--- config.mk ---
export PLATFORM = sky130hd
export DESIGN_NAME = lpm_ctrl
export DESIGN_NICKNAME = d
export VERILOG_FILES = /design/src/design/lpm_pkg.sv /design/src/design/lpm_clk_div.sv /design/src/design/lpm_ctrl.sv
export SDC_FILE = /design/constraint.sdc
export NUM_CORES = 1
export LEC_CHECK = 0
export ABC_AREA = 1
export BUFFER_PORTS_ARGS = -buffer_cell sky130_fd_sc_hd__buf_2
export CORE_MARGIN = 8
export CORE_UTILIZATION = 58
export DETAILED_ROUTE_END_ITERATION = 8
export HOLD_SLACK_MARGIN = 0.15
export PLACE_DENSITY = 0.89
export SLEW_MARGIN = 20
export SYNTH_ARGS = -nofsm -noshare
export SYNTH_HDL_FRONTEND = slang
export SYNTH_SLANG_ARGS = --single-unit
--- constraint.sdc ---
create_clock -name ref_clk_i -period 3 [get_ports ref_clk_i]
set_clock_uncertainty 0.05 [all_clocks]
set_input_delay 0.15 -clock ref_clk_i [delete_from_list [all_inputs] [get_ports ref_clk_i]]
set_output_delay 0.15 -clock ref_clk_i [all_outputs]
set_load 0.1 [all_outputs]
--- src/design/lpm_pkg.sv ---
/*
 * Package for the low-power mode controller: types and constants.
 * Assumes one clock and a synchronous active-high reset.
 */
package lpm_pkg;
  localparam int unsigned CLK_PERIOD_NS   = 25;
  localparam int unsigned OSC_SETTLE_NS   = 1000;
  localparam int unsigned OSC_SETTLE_CYC  =
    (OSC_SETTLE_NS + CLK_PERIOD_NS - 1) / CLK_PERIOD_NS;
  localparam int unsigned DIV_W           = 4;
  localparam int unsigned NUM_CLK         = 6;
  localparam int unsigned CLK_CORE        = 0;
  localparam int unsigned CLK_FAST_PERIPH = 1;
  localparam int unsigned CLK_PERIPH      = 2;
  localparam int unsigned CLK_CONVERTER   = 3;
  localparam int unsigned CLK_EXT_BUS     = 4;
  localparam int unsigned CLK_FLASH_IF    = 5;
  localparam logic [DIV_W-1:0] DIV_RST    = 4'h0;
  localparam logic [31:0] RAM_BASE        = 32'h0000_0000;
  localparam logic [31:0] RAM_LAST        = 32'h0000_ffff;

  typedef enum logic [1:0] {
    LPM_OP_HIGH,
    LPM_OP_MIDDLE,
    LPM_OP_LOW
  } lpm_op_mode_t;

  typedef enum {
    LPM_RUN,
    LPM_SLEEP,
    LPM_DEEP_SLEEP,
    LPM_STANDBY,
    LPM_OSC_WAKE,
    LPM_CLK_WAKE
  } lpm_state_t;

  // Mode selection bits written by software.
  typedef struct packed {
    logic standby_select;
    logic deep_sleep_enable;
    logic sub_power_mode_select;
    logic bus_output_hold;
    logic middle_speed_req;
  } lpm_ctrl_t;

  // Run enables for the blocks steered by the controller.
  typedef struct packed {
    logic cpu_clk_en;
    logic ram_en;
    logic dma_en;
    logic xfer_en;
    logic flash_en;
    logic main_wdt_en;
    logic timer8_en;
    logic periph_en;
    logic io_hold;
    logic bus_out_en;
    logic main_osc_en;
    logic fast_osc_en;
    logic slow_osc_en;
    logic main_pll_en;
    logic usb_pll_en;
    logic aon_en;
  } lpm_gate_t;
endpackage

--- src/design/lpm_clk_div.sv ---
/*
 * One programmable clock divider producing a single-cycle enable strobe.
 * Assumes the division setting is synchronous to ref_clk_i.
 */
`timescale 1ns/1ps
`default_nettype none
module lpm_clk_div
  import lpm_pkg::*;
#(
  parameter int unsigned W = DIV_W
) (
  input  wire logic         ref_clk_i,  // Reference clock.
  input  wire logic         sys_rst_i,  // Synchronous reset.
  input  wire logic         run_i,      // Divider may advance.
  input  wire logic [W-1:0] div_i,      // Divide by div_i + 1.
  output logic              tick_o      // One-cycle strobe.
);
  logic [W-1:0] cnt_ff;

  always_ff @(posedge ref_clk_i) begin
    if (sys_rst_i || !run_i) begin
      cnt_ff <= '0;
      tick_o <= 1'b0;
    end else if (cnt_ff >= div_i) begin
      cnt_ff <= '0;
      tick_o <= 1'b1;
    end else begin
      cnt_ff <= cnt_ff + 1'b1;
      tick_o <= 1'b0;
    end
  end
endmodule
`default_nettype wire

--- src/design/lpm_ctrl.sv ---
/*
 * Low-power mode controller: clock dividers, operating power mode and
 * sleep, deep sleep and software standby sequencing.
 * Assumes the CPU pulses wait_exec_i for one cycle and services the
 * waking interrupt after wake_o; irq_i is synchronous to ref_clk_i.
 */
// Summary of operation
// - Six independently programmable clock division ratios.
// - Only high, middle and low operating modes.
// - Sleep, deep sleep, standby; nothing else.
// - Mode entered only on the wait instruction.
// - Interrupt ends mode; CPU runs its handler.
// - Low-power modes halt CPU, keeping its state.
// - Sleep keeps RAM accessible and preserved.
// - Sleep lets both transfer controllers run.
// - Sleep keeps flash and I/O ports running.
// - Main watchdog stopped in every low-power mode.
// - Deep sleep stops flash, RAM, transfer controllers.
// - Standby stops main, fast, slow oscillators, PLLs.
// - Standby stops timers, peripherals, RAM; pins hold.
// - Always-on modules keep running in every mode.
// - Power-on reset circuit runs in every mode.
// - Standby select picks standby over sleep types.
// - Deep sleep enable picks deep over plain sleep.
// - Sub-mode select bit picks low-speed operation.
// - Standby bus outputs float unless hold bit set.
`timescale 1ns/1ps
`default_nettype none
module lpm_ctrl
  import lpm_pkg::*;
#(
  parameter int unsigned SETTLE_CYC = OSC_SETTLE_CYC
) (
  input  wire logic                     ref_clk_i,   // Clock, 40 MHz.
  input  wire logic                     sys_rst_i,   // Sync reset.
  input  wire lpm_ctrl_t                ctrl_i,      // Mode select bits.
  input  wire logic [NUM_CLK*DIV_W-1:0] div_i,       // Division ratios.
  input  wire logic                     wait_exec_i, // Wait pulse.
  input  wire logic                     irq_i,       // Pending interrupt.
  output lpm_gate_t                     gate_o,      // Block enables.
  output lpm_op_mode_t                  op_mode_o,   // Operating mode.
  output logic [NUM_CLK-1:0]            clk_tick_o,  // Divided strobes.
  output logic                          wake_o,      // Wake pulse to CPU.
  output logic                          por_en_o,    // Power-on reset on.
  output logic [1:0]                    lp_state_o   // 0 run,1 slp,2 ds,3 sb.
);
  lpm_state_t   state_ff;
  lpm_state_t   nxt_state;
  lpm_gate_t    nxt_gate;
  lpm_op_mode_t nxt_op_mode;
  logic [$clog2(SETTLE_CYC+1)-1:0] settle_ff;
  logic [NUM_CLK-1:0] tick_w;

  function automatic lpm_gate_t gates_for(input lpm_state_t st,
                                          input logic       hold);
    lpm_gate_t g;
    g = '1;
    g.io_hold    = 1'b0;
    unique case (st)
      LPM_RUN, LPM_CLK_WAKE: begin
      end
      LPM_SLEEP: begin
        g.cpu_clk_en  = 1'b0;
        g.main_wdt_en = 1'b0;
      end
      LPM_DEEP_SLEEP: begin
        g.cpu_clk_en  = 1'b0;
        g.main_wdt_en = 1'b0;
        g.ram_en      = 1'b0;
        g.dma_en      = 1'b0;
        g.xfer_en     = 1'b0;
        g.flash_en    = 1'b0;
      end
      LPM_STANDBY, LPM_OSC_WAKE: begin
        g.cpu_clk_en  = 1'b0;
        g.main_wdt_en = 1'b0;
        g.ram_en      = 1'b0;
        g.dma_en      = 1'b0;
        g.xfer_en     = 1'b0;
        g.flash_en    = 1'b0;
        g.timer8_en   = 1'b0;
        g.periph_en   = 1'b0;
        g.io_hold     = 1'b1;
        g.bus_out_en  = hold;
        g.main_osc_en = (st == LPM_OSC_WAKE);
        g.fast_osc_en = (st == LPM_OSC_WAKE);
        g.slow_osc_en = (st == LPM_OSC_WAKE);
        g.main_pll_en = (st == LPM_OSC_WAKE);
        g.usb_pll_en  = (st == LPM_OSC_WAKE);
      end
    endcase
    g.aon_en = 1'b1;
    return g;
  endfunction

  // Sleep leaves RAM, flash, I/O and transfer engines running.
  always_comb begin
    nxt_state = state_ff;
    unique case (state_ff)
      LPM_RUN: begin
        if (wait_exec_i) begin
          if (ctrl_i.standby_select) begin
            nxt_state = LPM_STANDBY;
          end else if (ctrl_i.deep_sleep_enable) begin
            nxt_state = LPM_DEEP_SLEEP;
          end else begin
            nxt_state = LPM_SLEEP;
          end
        end
      end
      LPM_SLEEP, LPM_DEEP_SLEEP: begin
        if (irq_i) begin
          nxt_state = LPM_CLK_WAKE;
        end
      end
      LPM_STANDBY: begin
        if (irq_i) begin
          nxt_state = LPM_OSC_WAKE;
        end
      end
      LPM_OSC_WAKE: begin
        if (settle_ff == '0) begin
          nxt_state = LPM_CLK_WAKE;
        end
      end
      LPM_CLK_WAKE: begin
        nxt_state = LPM_RUN;
      end
    endcase
  end

  always_ff @(posedge ref_clk_i) begin
    if (sys_rst_i) begin
      state_ff <= LPM_RUN;
    end else begin
      state_ff <= nxt_state;
    end
  end

  // Oscillator settling count, loaded on standby exit.
  always_ff @(posedge ref_clk_i) begin
    if (sys_rst_i) begin
      settle_ff <= '0;
    end else if (state_ff == LPM_STANDBY && irq_i) begin
      settle_ff <= ($clog2(SETTLE_CYC+1))'(SETTLE_CYC - 1);
    end else if (settle_ff != '0) begin
      settle_ff <= settle_ff - 1'b1;
    end
  end

  assign nxt_gate = gates_for(nxt_state, ctrl_i.bus_output_hold);

  always_ff @(posedge ref_clk_i) begin
    if (sys_rst_i) begin
      gate_o <= gates_for(LPM_RUN, 1'b0);
    end else begin
      gate_o <= nxt_gate;
    end
  end

  // Wake pulse asks the CPU to take the interrupt, not fall through.
  always_ff @(posedge ref_clk_i) begin
    if (sys_rst_i) begin
      wake_o <= 1'b0;
    end else begin
      wake_o <= (state_ff == LPM_CLK_WAKE);
    end
  end

  always_ff @(posedge ref_clk_i) begin
    if (sys_rst_i) begin
      lp_state_o <= 2'h0;
      por_en_o   <= 1'b1;
    end else begin
      por_en_o <= 1'b1;
      unique case (nxt_state)
        LPM_SLEEP:                 lp_state_o <= 2'h1;
        LPM_DEEP_SLEEP:            lp_state_o <= 2'h2;
        LPM_STANDBY, LPM_OSC_WAKE: lp_state_o <= 2'h3;
        default:                   lp_state_o <= 2'h0;
      endcase
    end
  end

  always_comb begin
    if (ctrl_i.sub_power_mode_select) begin
      nxt_op_mode = LPM_OP_LOW;
    end else if (ctrl_i.middle_speed_req) begin
      nxt_op_mode = LPM_OP_MIDDLE;
    end else begin
      nxt_op_mode = LPM_OP_HIGH;
    end
  end

  always_ff @(posedge ref_clk_i) begin
    if (sys_rst_i) begin
      op_mode_o <= LPM_OP_HIGH;
    end else begin
      op_mode_o <= nxt_op_mode;
    end
  end

  // Each divider runs only while its domain is enabled.
  for (genvar i = 0; i < NUM_CLK; i++) begin : g_div
    logic run_w;
    assign run_w = (i == CLK_CORE) ? gate_o.cpu_clk_en :
                   (i == CLK_FLASH_IF) ? gate_o.flash_en :
                   gate_o.periph_en;
    lpm_clk_div #(.W(DIV_W)) u_div (
      .ref_clk_i (ref_clk_i),
      .sys_rst_i (sys_rst_i),
      .run_i     (run_w),
      .div_i     (div_i[i*DIV_W +: DIV_W]),
      .tick_o    (tick_w[i])
    );
  end
  assign clk_tick_o = tick_w;
endmodule
`default_nettype wire

* After elaboration in Yosys (flattened, before gate mapping)
Cells that the tools add are included.
Operators by class: add/sub/neg operators 7, reductions and logical operators 24, mux-type cells 21, bitwise gates (word level) 1, $lt $le $gt $ge 6, equality and inequality tests 12
Operator list (count):
- 32-bit case mux with 5 select lines | 1
- 32-bit by 2-bit equality test with 1-bit output, second input constant | 4
- 32-bit by 3-bit equality test with 1-bit output, second input constant | 4
- 32-bit two-way mux | 4
- 32-bit by 1-bit equality test with 1-bit output, second input constant | 2
- 32-bit by 4-bit equality test with 1-bit output, second input constant | 2
- 32-bit logical NOT | 1
- 4-bit by 1-bit adder with 4-bit output, second input constant | 6
- 4-bit greater-or-equal comparator | 6
- 2-bit OR reduction | 11
- 6-bit two-way mux | 2
- 9-bit two-way mux | 1
- 1-bit two-way mux | 8
- 6-bit logical NOT | 1
- 2-bit two-way mux | 3
- 2-bit case mux with 3 select lines | 1
- 6-bit nonzero test | 1
- 6-bit by 1-bit subtractor with 6-bit output, second input constant | 1
- 4-bit two-way mux | 1
- 4-bit OR reduction | 1
- 1-bit logical NOT | 3
- 1-bit logical OR | 3
- 3-bit OR reduction | 1
- 2-bit nonzero test | 1
- other kinds (2) | 2
Storage, ports and cells: register bits 84, output and inout bits 28, input port bits 33

* Longest topological paths before layout
depth after elaboration 8, mapped depth 18

* Cells and area by module
From an unflattened synthesis, not the netlist that was laid out.
Unflattened totals: cell total of the unflattened synthesis 546, area, all modules 4017.6 µm²
Modules (own cells, without submodules):
- lpm_ctrl | instances 1, cells an instance 312, area an instance 2215.9 µm²
- lpm_clk_div | instances 6, cells an instance 39, area an instance 300.3 µm²

* Worst setup path before layout
Ideal clock, no wire load.
path type register to register, start point register settle_ff[0], end point register lp_state_o[1], stages on the path, launching flop included 17, path buffers 0, arrival 1.600 ns, setup slack 1.241 ns, data required time 2.841 ns, path through dfxtp_1 inv_1 ha_1 nand2_1 nor2_1 nand2_1 nand2_1 nand3_1 nand3_1 nor2_2 nor2_1 nand2_1 nand2_1 nand2_2 nand2_1 nand2_1 inv_2
Between the ends: cells in the longest elaborated chain, start to end 6, elaborated cells between the ends (all ways) 9, those cells by class eq/ne (4); mux (3); reduce/logical (2)
Ends and longest elaborated chain:
- from (decl) | line lpm_ctrl.sv:51 | logic [$clog2(SETTLE_CYC+1)-1:0] settle_ff;
- from (signal assigned) | line lpm_ctrl.sv:145 | settle_ff <= ($clog2(SETTLE_CYC+1))'(SETTLE_CYC - 1);
- from (signal assigned) | line lpm_ctrl.sv:147 | settle_ff <= settle_ff - 1'b1;
- 6-bit logical NOT * | line lpm_ctrl.sv:122 | if (settle_ff == '0) begin
- 32-bit two-way mux * | line lpm_ctrl.sv:122
- 32-bit case mux with 5 select lines * | line lpm_ctrl.sv:99 | unique case (state_ff)
- 32-bit by 2-bit equality test with 1-bit output / 32-bit by 3-bit equality test with 1-bit output (equally long branches) | line lpm_ctrl.sv:176 | unique case (nxt_state)
- 2-bit OR reduction
- 2-bit case mux with 3 select lines * | line lpm_ctrl.sv:176
- to (signal assigned) | line lpm_ctrl.sv:177 | LPM_SLEEP: lp_state_o <= 2'h1;
- to (signal assigned) | line lpm_ctrl.sv:178 | LPM_DEEP_SLEEP: lp_state_o <= 2'h2;
- to (signal assigned) | line lpm_ctrl.sv:179 | LPM_STANDBY, LPM_OSC_WAKE: lp_state_o <= 2'h3;
- to (decl) | line lpm_ctrl.sv:45 | output logic [1:0] lp_state_o
Mark *: on every way between the ends. The rest lies on a longest branch, timed or not. A chain may end at the register's enable or synchronous reset.

* Final worst setup path
start point register settle_ff[0], end point register lp_state_o[0]
Same word-level chain as after synthesis.

==> summary.md <==
| Metric | Value |
|---|---|
| Hold Crit Class | primary input to flop |
| DIE AREA | 9550 µm² |
| CP Capture Type | flop |
| Post-Layout Cell Count | 637 |
| Final setup fails | 0 |
| Synth cell types | 30 |
| Worst flop-to-flop path endpoint | lp_state_o[0] |
| RSZ-0062 raised after global routing | false |
| Worst path max stage delay | 300 ps |
| Drt total wl | 7680 µm |
| Place WS | 1010 ps |
| Final core utilization | 67.8% |
| Leakage power | 2.27 nW |
| Starting Density | 60.3% |
| Dpl cell area | 4080 µm² |
| Post-CTS Resized | 0 |
| Number of diodes | 0 |
| Via Count | 3240 |
| Internal power | 2.22 mW |
| Final hold slack | 156 ps |
| Net Sw Frac | 43.1% |
| CTS H-tree lvls | 3 |
| Syn Inst Count | 509 |
| R2R cell count | 14 |
| Hold_sp | irq_i |
| CTS Buffer Depth | 2 |
| Slowest CP cell | dfxtp_1 |
| Initial antenna violation count | 0 |
| # clock sinks | 79 |
| Final ANT Viol Nets | 0 |
| Mapped Area | 3870 µm² |
| Syn. warnings | 0 |
| Vias in the first global route | 3221 |
| Core Footprint | 6420 µm² |
| Number of vias per cell | 5.09 |
| Clock transition at path regs | 80 ps |
| Routability cong. | 0.945 |
| Port Buffers | 58 |
| Number of synthesized register bits | 79 |
| Die extent in x | 97.7 µm |
| Clk Latency, worst-skew pair | 350 ps |
| Clock power frac | 24.0% |
| Largest net degree at the start of global routing | 42 |
| PD cells | 895 nW/µm² |
| Status | finished clean |
| Layout area overhead | 12.3% |
| Die H | 97.7 µm |
| Comb pwr share | 42.0% |
| Worst setup margin | 927 ps |
| GRT Resource Usage Total | 16.7% |
| Worst R2R Start | settle_ff[0] |
| Core Rows | 29 |
| Final instance area | 4350 µm² |
| Final Hold Vio Count | 0 |
| Share of layout cells above drive strength 1 | 19.8% |
| Total negative slack | 0 ps |
| Sequential share of the synthesized area | 40.8% |
| IR Drop Worst-Case VDD | 0.436 mV |
| Cts bufs inserted | 9 |
| Net switching power | 1.68 mW |
| 1st-pass router iterations | 4 |
| Slew Limit Fails | 0 |
| CP required | 3250 ps |
| Synthesized area per cell | 7.61 µm² |
| Critical Path Source | settle_ff[0] |
| Detailed placer's ending HPWL | 5670 µm |
| Hold Path Sink | settle_ff[2] |
| DRC errors left | 0 |
| Max-cap violations | 0 |
| Global route total overflow | 0 |
| First-pass GRT wire length | 13600 µm |
| Wire length per cell | 12.0 µm |
| Overall Power | 3.90 mW |
| Reg power frac | 34.1% |
| FMAX | 482 MHz |
| First DRT Iteration DRCs | 182 |
| Hold Crit Depth | 3 |
| Fin crit period | 2070 ps |
| Final Cycle Share | 69.1% |
| TritonCTS clock tree | built |
| Crit path launch type | flop |
| Root Driver | clkbuf_8 |
| Top Ports | 61 |
| Layout Nets | 621 |
| Crit path cell chain | inv_1 > ha_1 > nand2_1 > nor2_1 > nand2_1 > nand2_1 > nand3_1 > nand3_1 > nor2_2 > nor2_1 > nand4_1 > nor2_1 > inv_1 > nand2_2 |
| WS Path Type | flop to flop |
| Crit path DAT | 2320 ps |
| Worst reg-to-reg setup slack | 930 ps |
| Placed cells | 619 |
| Worst Path Max Fanout | 6 |
## metal layers
layer | GRT usage, % | share of wire [%] | up-vias
met5 | 0 | 0 | -
met4 | 7.91 | 2.0 | 0
met3 | 4.68 | 5.1 | 19
met2 | 30.6 | 50 | 70
met1 | 17.2 | 43 | 1480
li1 | - | - | 1671
## Yosys cell counts, drive strengths merged
library cell / instances / share of area (%)
nor2: 112 / 12
buf: 23 / 4.6
inv: 75 / 7.3
dfxtp: 79 / 41
conb: 1 / 0.097
nor3: 2 / 0.26
clkinv: 1 / 0.097
a21oi: 19 / 2.6
nand2: 85 / 8.9
clkbuf: 4 / 0.39
o21ai: 3 / 0.39
or2: 2 / 0.32
o211ai: 7 / 1.4
nand4: 18 / 2.9
nand3: 27 / 3.5
nand3b: 3 / 0.58
xnor2: 6 / 1.4
a31oi: 1 / 0.16
nor4: 2 / 0.48
xor2: 8 / 1.8
ha: 31 / 10
## worst max-delay path, delay by kind of cell (launching register included)
kind / cells / cell delay (ps)
adders and majority gates: 1 / 190
buffers and inverters: 2 / 160
DFF: 1 / 300
and+or+nand+nor: 11 / 1310
## layout by cell type (no fill, tap or decap), types with 3 or more instances in the layout
| cell | count |
|---|---|
| dfxtp_1 | 79 |
| bufinv_16 | 3 |
| nor2_4 | 4 |
| a21oi_1 | 18 |
| nand3_1 | 27 |
| xnor2_1 | 6 |
| buf_2 | 58 |
| dlygate4sd3_1 | 4 |
| nand2_1 | 75 |
| nor2_2 | 9 |
| nor2_1 | 99 |
| nand3b_1 | 3 |
| nand2_2 | 10 |
| o211ai_1 | 7 |
| clkbuf_8 | 10 |
| inv_2 | 11 |
| inv_1 | 64 |
| nand4_1 | 18 |
| ha_1 | 31 |
| xor2_1 | 8 |
## cell families after synthesis
group | share of synthesized area [%]
xor gates and xnor gates | 3.16
AOI/OAI and AO/OA | 4.46
buffers and inverters | 12.3
and+or+nand+nor | 29.1
other | 0.0968
DFF | 40.8
adders and majority gates | 10.0
## layout make-up
cell class / count / area [µm²]
inverters: 76 / 285
well taps: 77 / 96.3
repair buffers: 63 / 338
clock buffers: 10 / 138
multi-input cells: 328 / 1820
fillers: 522 / 2070
flip-flops and latches: 79 / 1580
clock inverters: 4 / 95.1
## sequential cells by signal (all words and copies together), names as in the netlist
signal,flops
g_div.u_div.tick_o,6
op_mode_o,2
lp_state_o,2
settle_ff,6
state_ff,32
gate_o,6
wake_o,1
g_div.u_div.cnt_ff,24
## worst max-delay path by stage
stage | end | slack [ps]
3_3_place_gp | gate_o[10] | 1060
3_5_place_dp | lp_state_o[1] | 1010
5_1_grt | gate_o[10] | 690
2_1_floorplan | lp_state_o[1] | 1240
4_1_cts | lp_state_o[1] | 990
6_report | lp_state_o[0] | 930
## power by group through the flow
stage	Combinational (mW)	Sequential, mW	Clock [mW]
floorplan	1.29	1.46	0
global placement	1.57	1.34	0
detailed placement	1.62	1.35	0
CTS	1.63	1.33	0.943
global route	1.81	1.35	0.990
finish	1.64	1.33	0.934
## what timing repair did
| action | 4_1_cts | 5_1_grt |
|---|---|---|
| hold buffers | 4 | 0 |
| buffers inserted | 0 | 0 |
| endpoints found under the hold margin | 6 | 0 |
No activity file was read; power rests on OpenSTA's default activity.
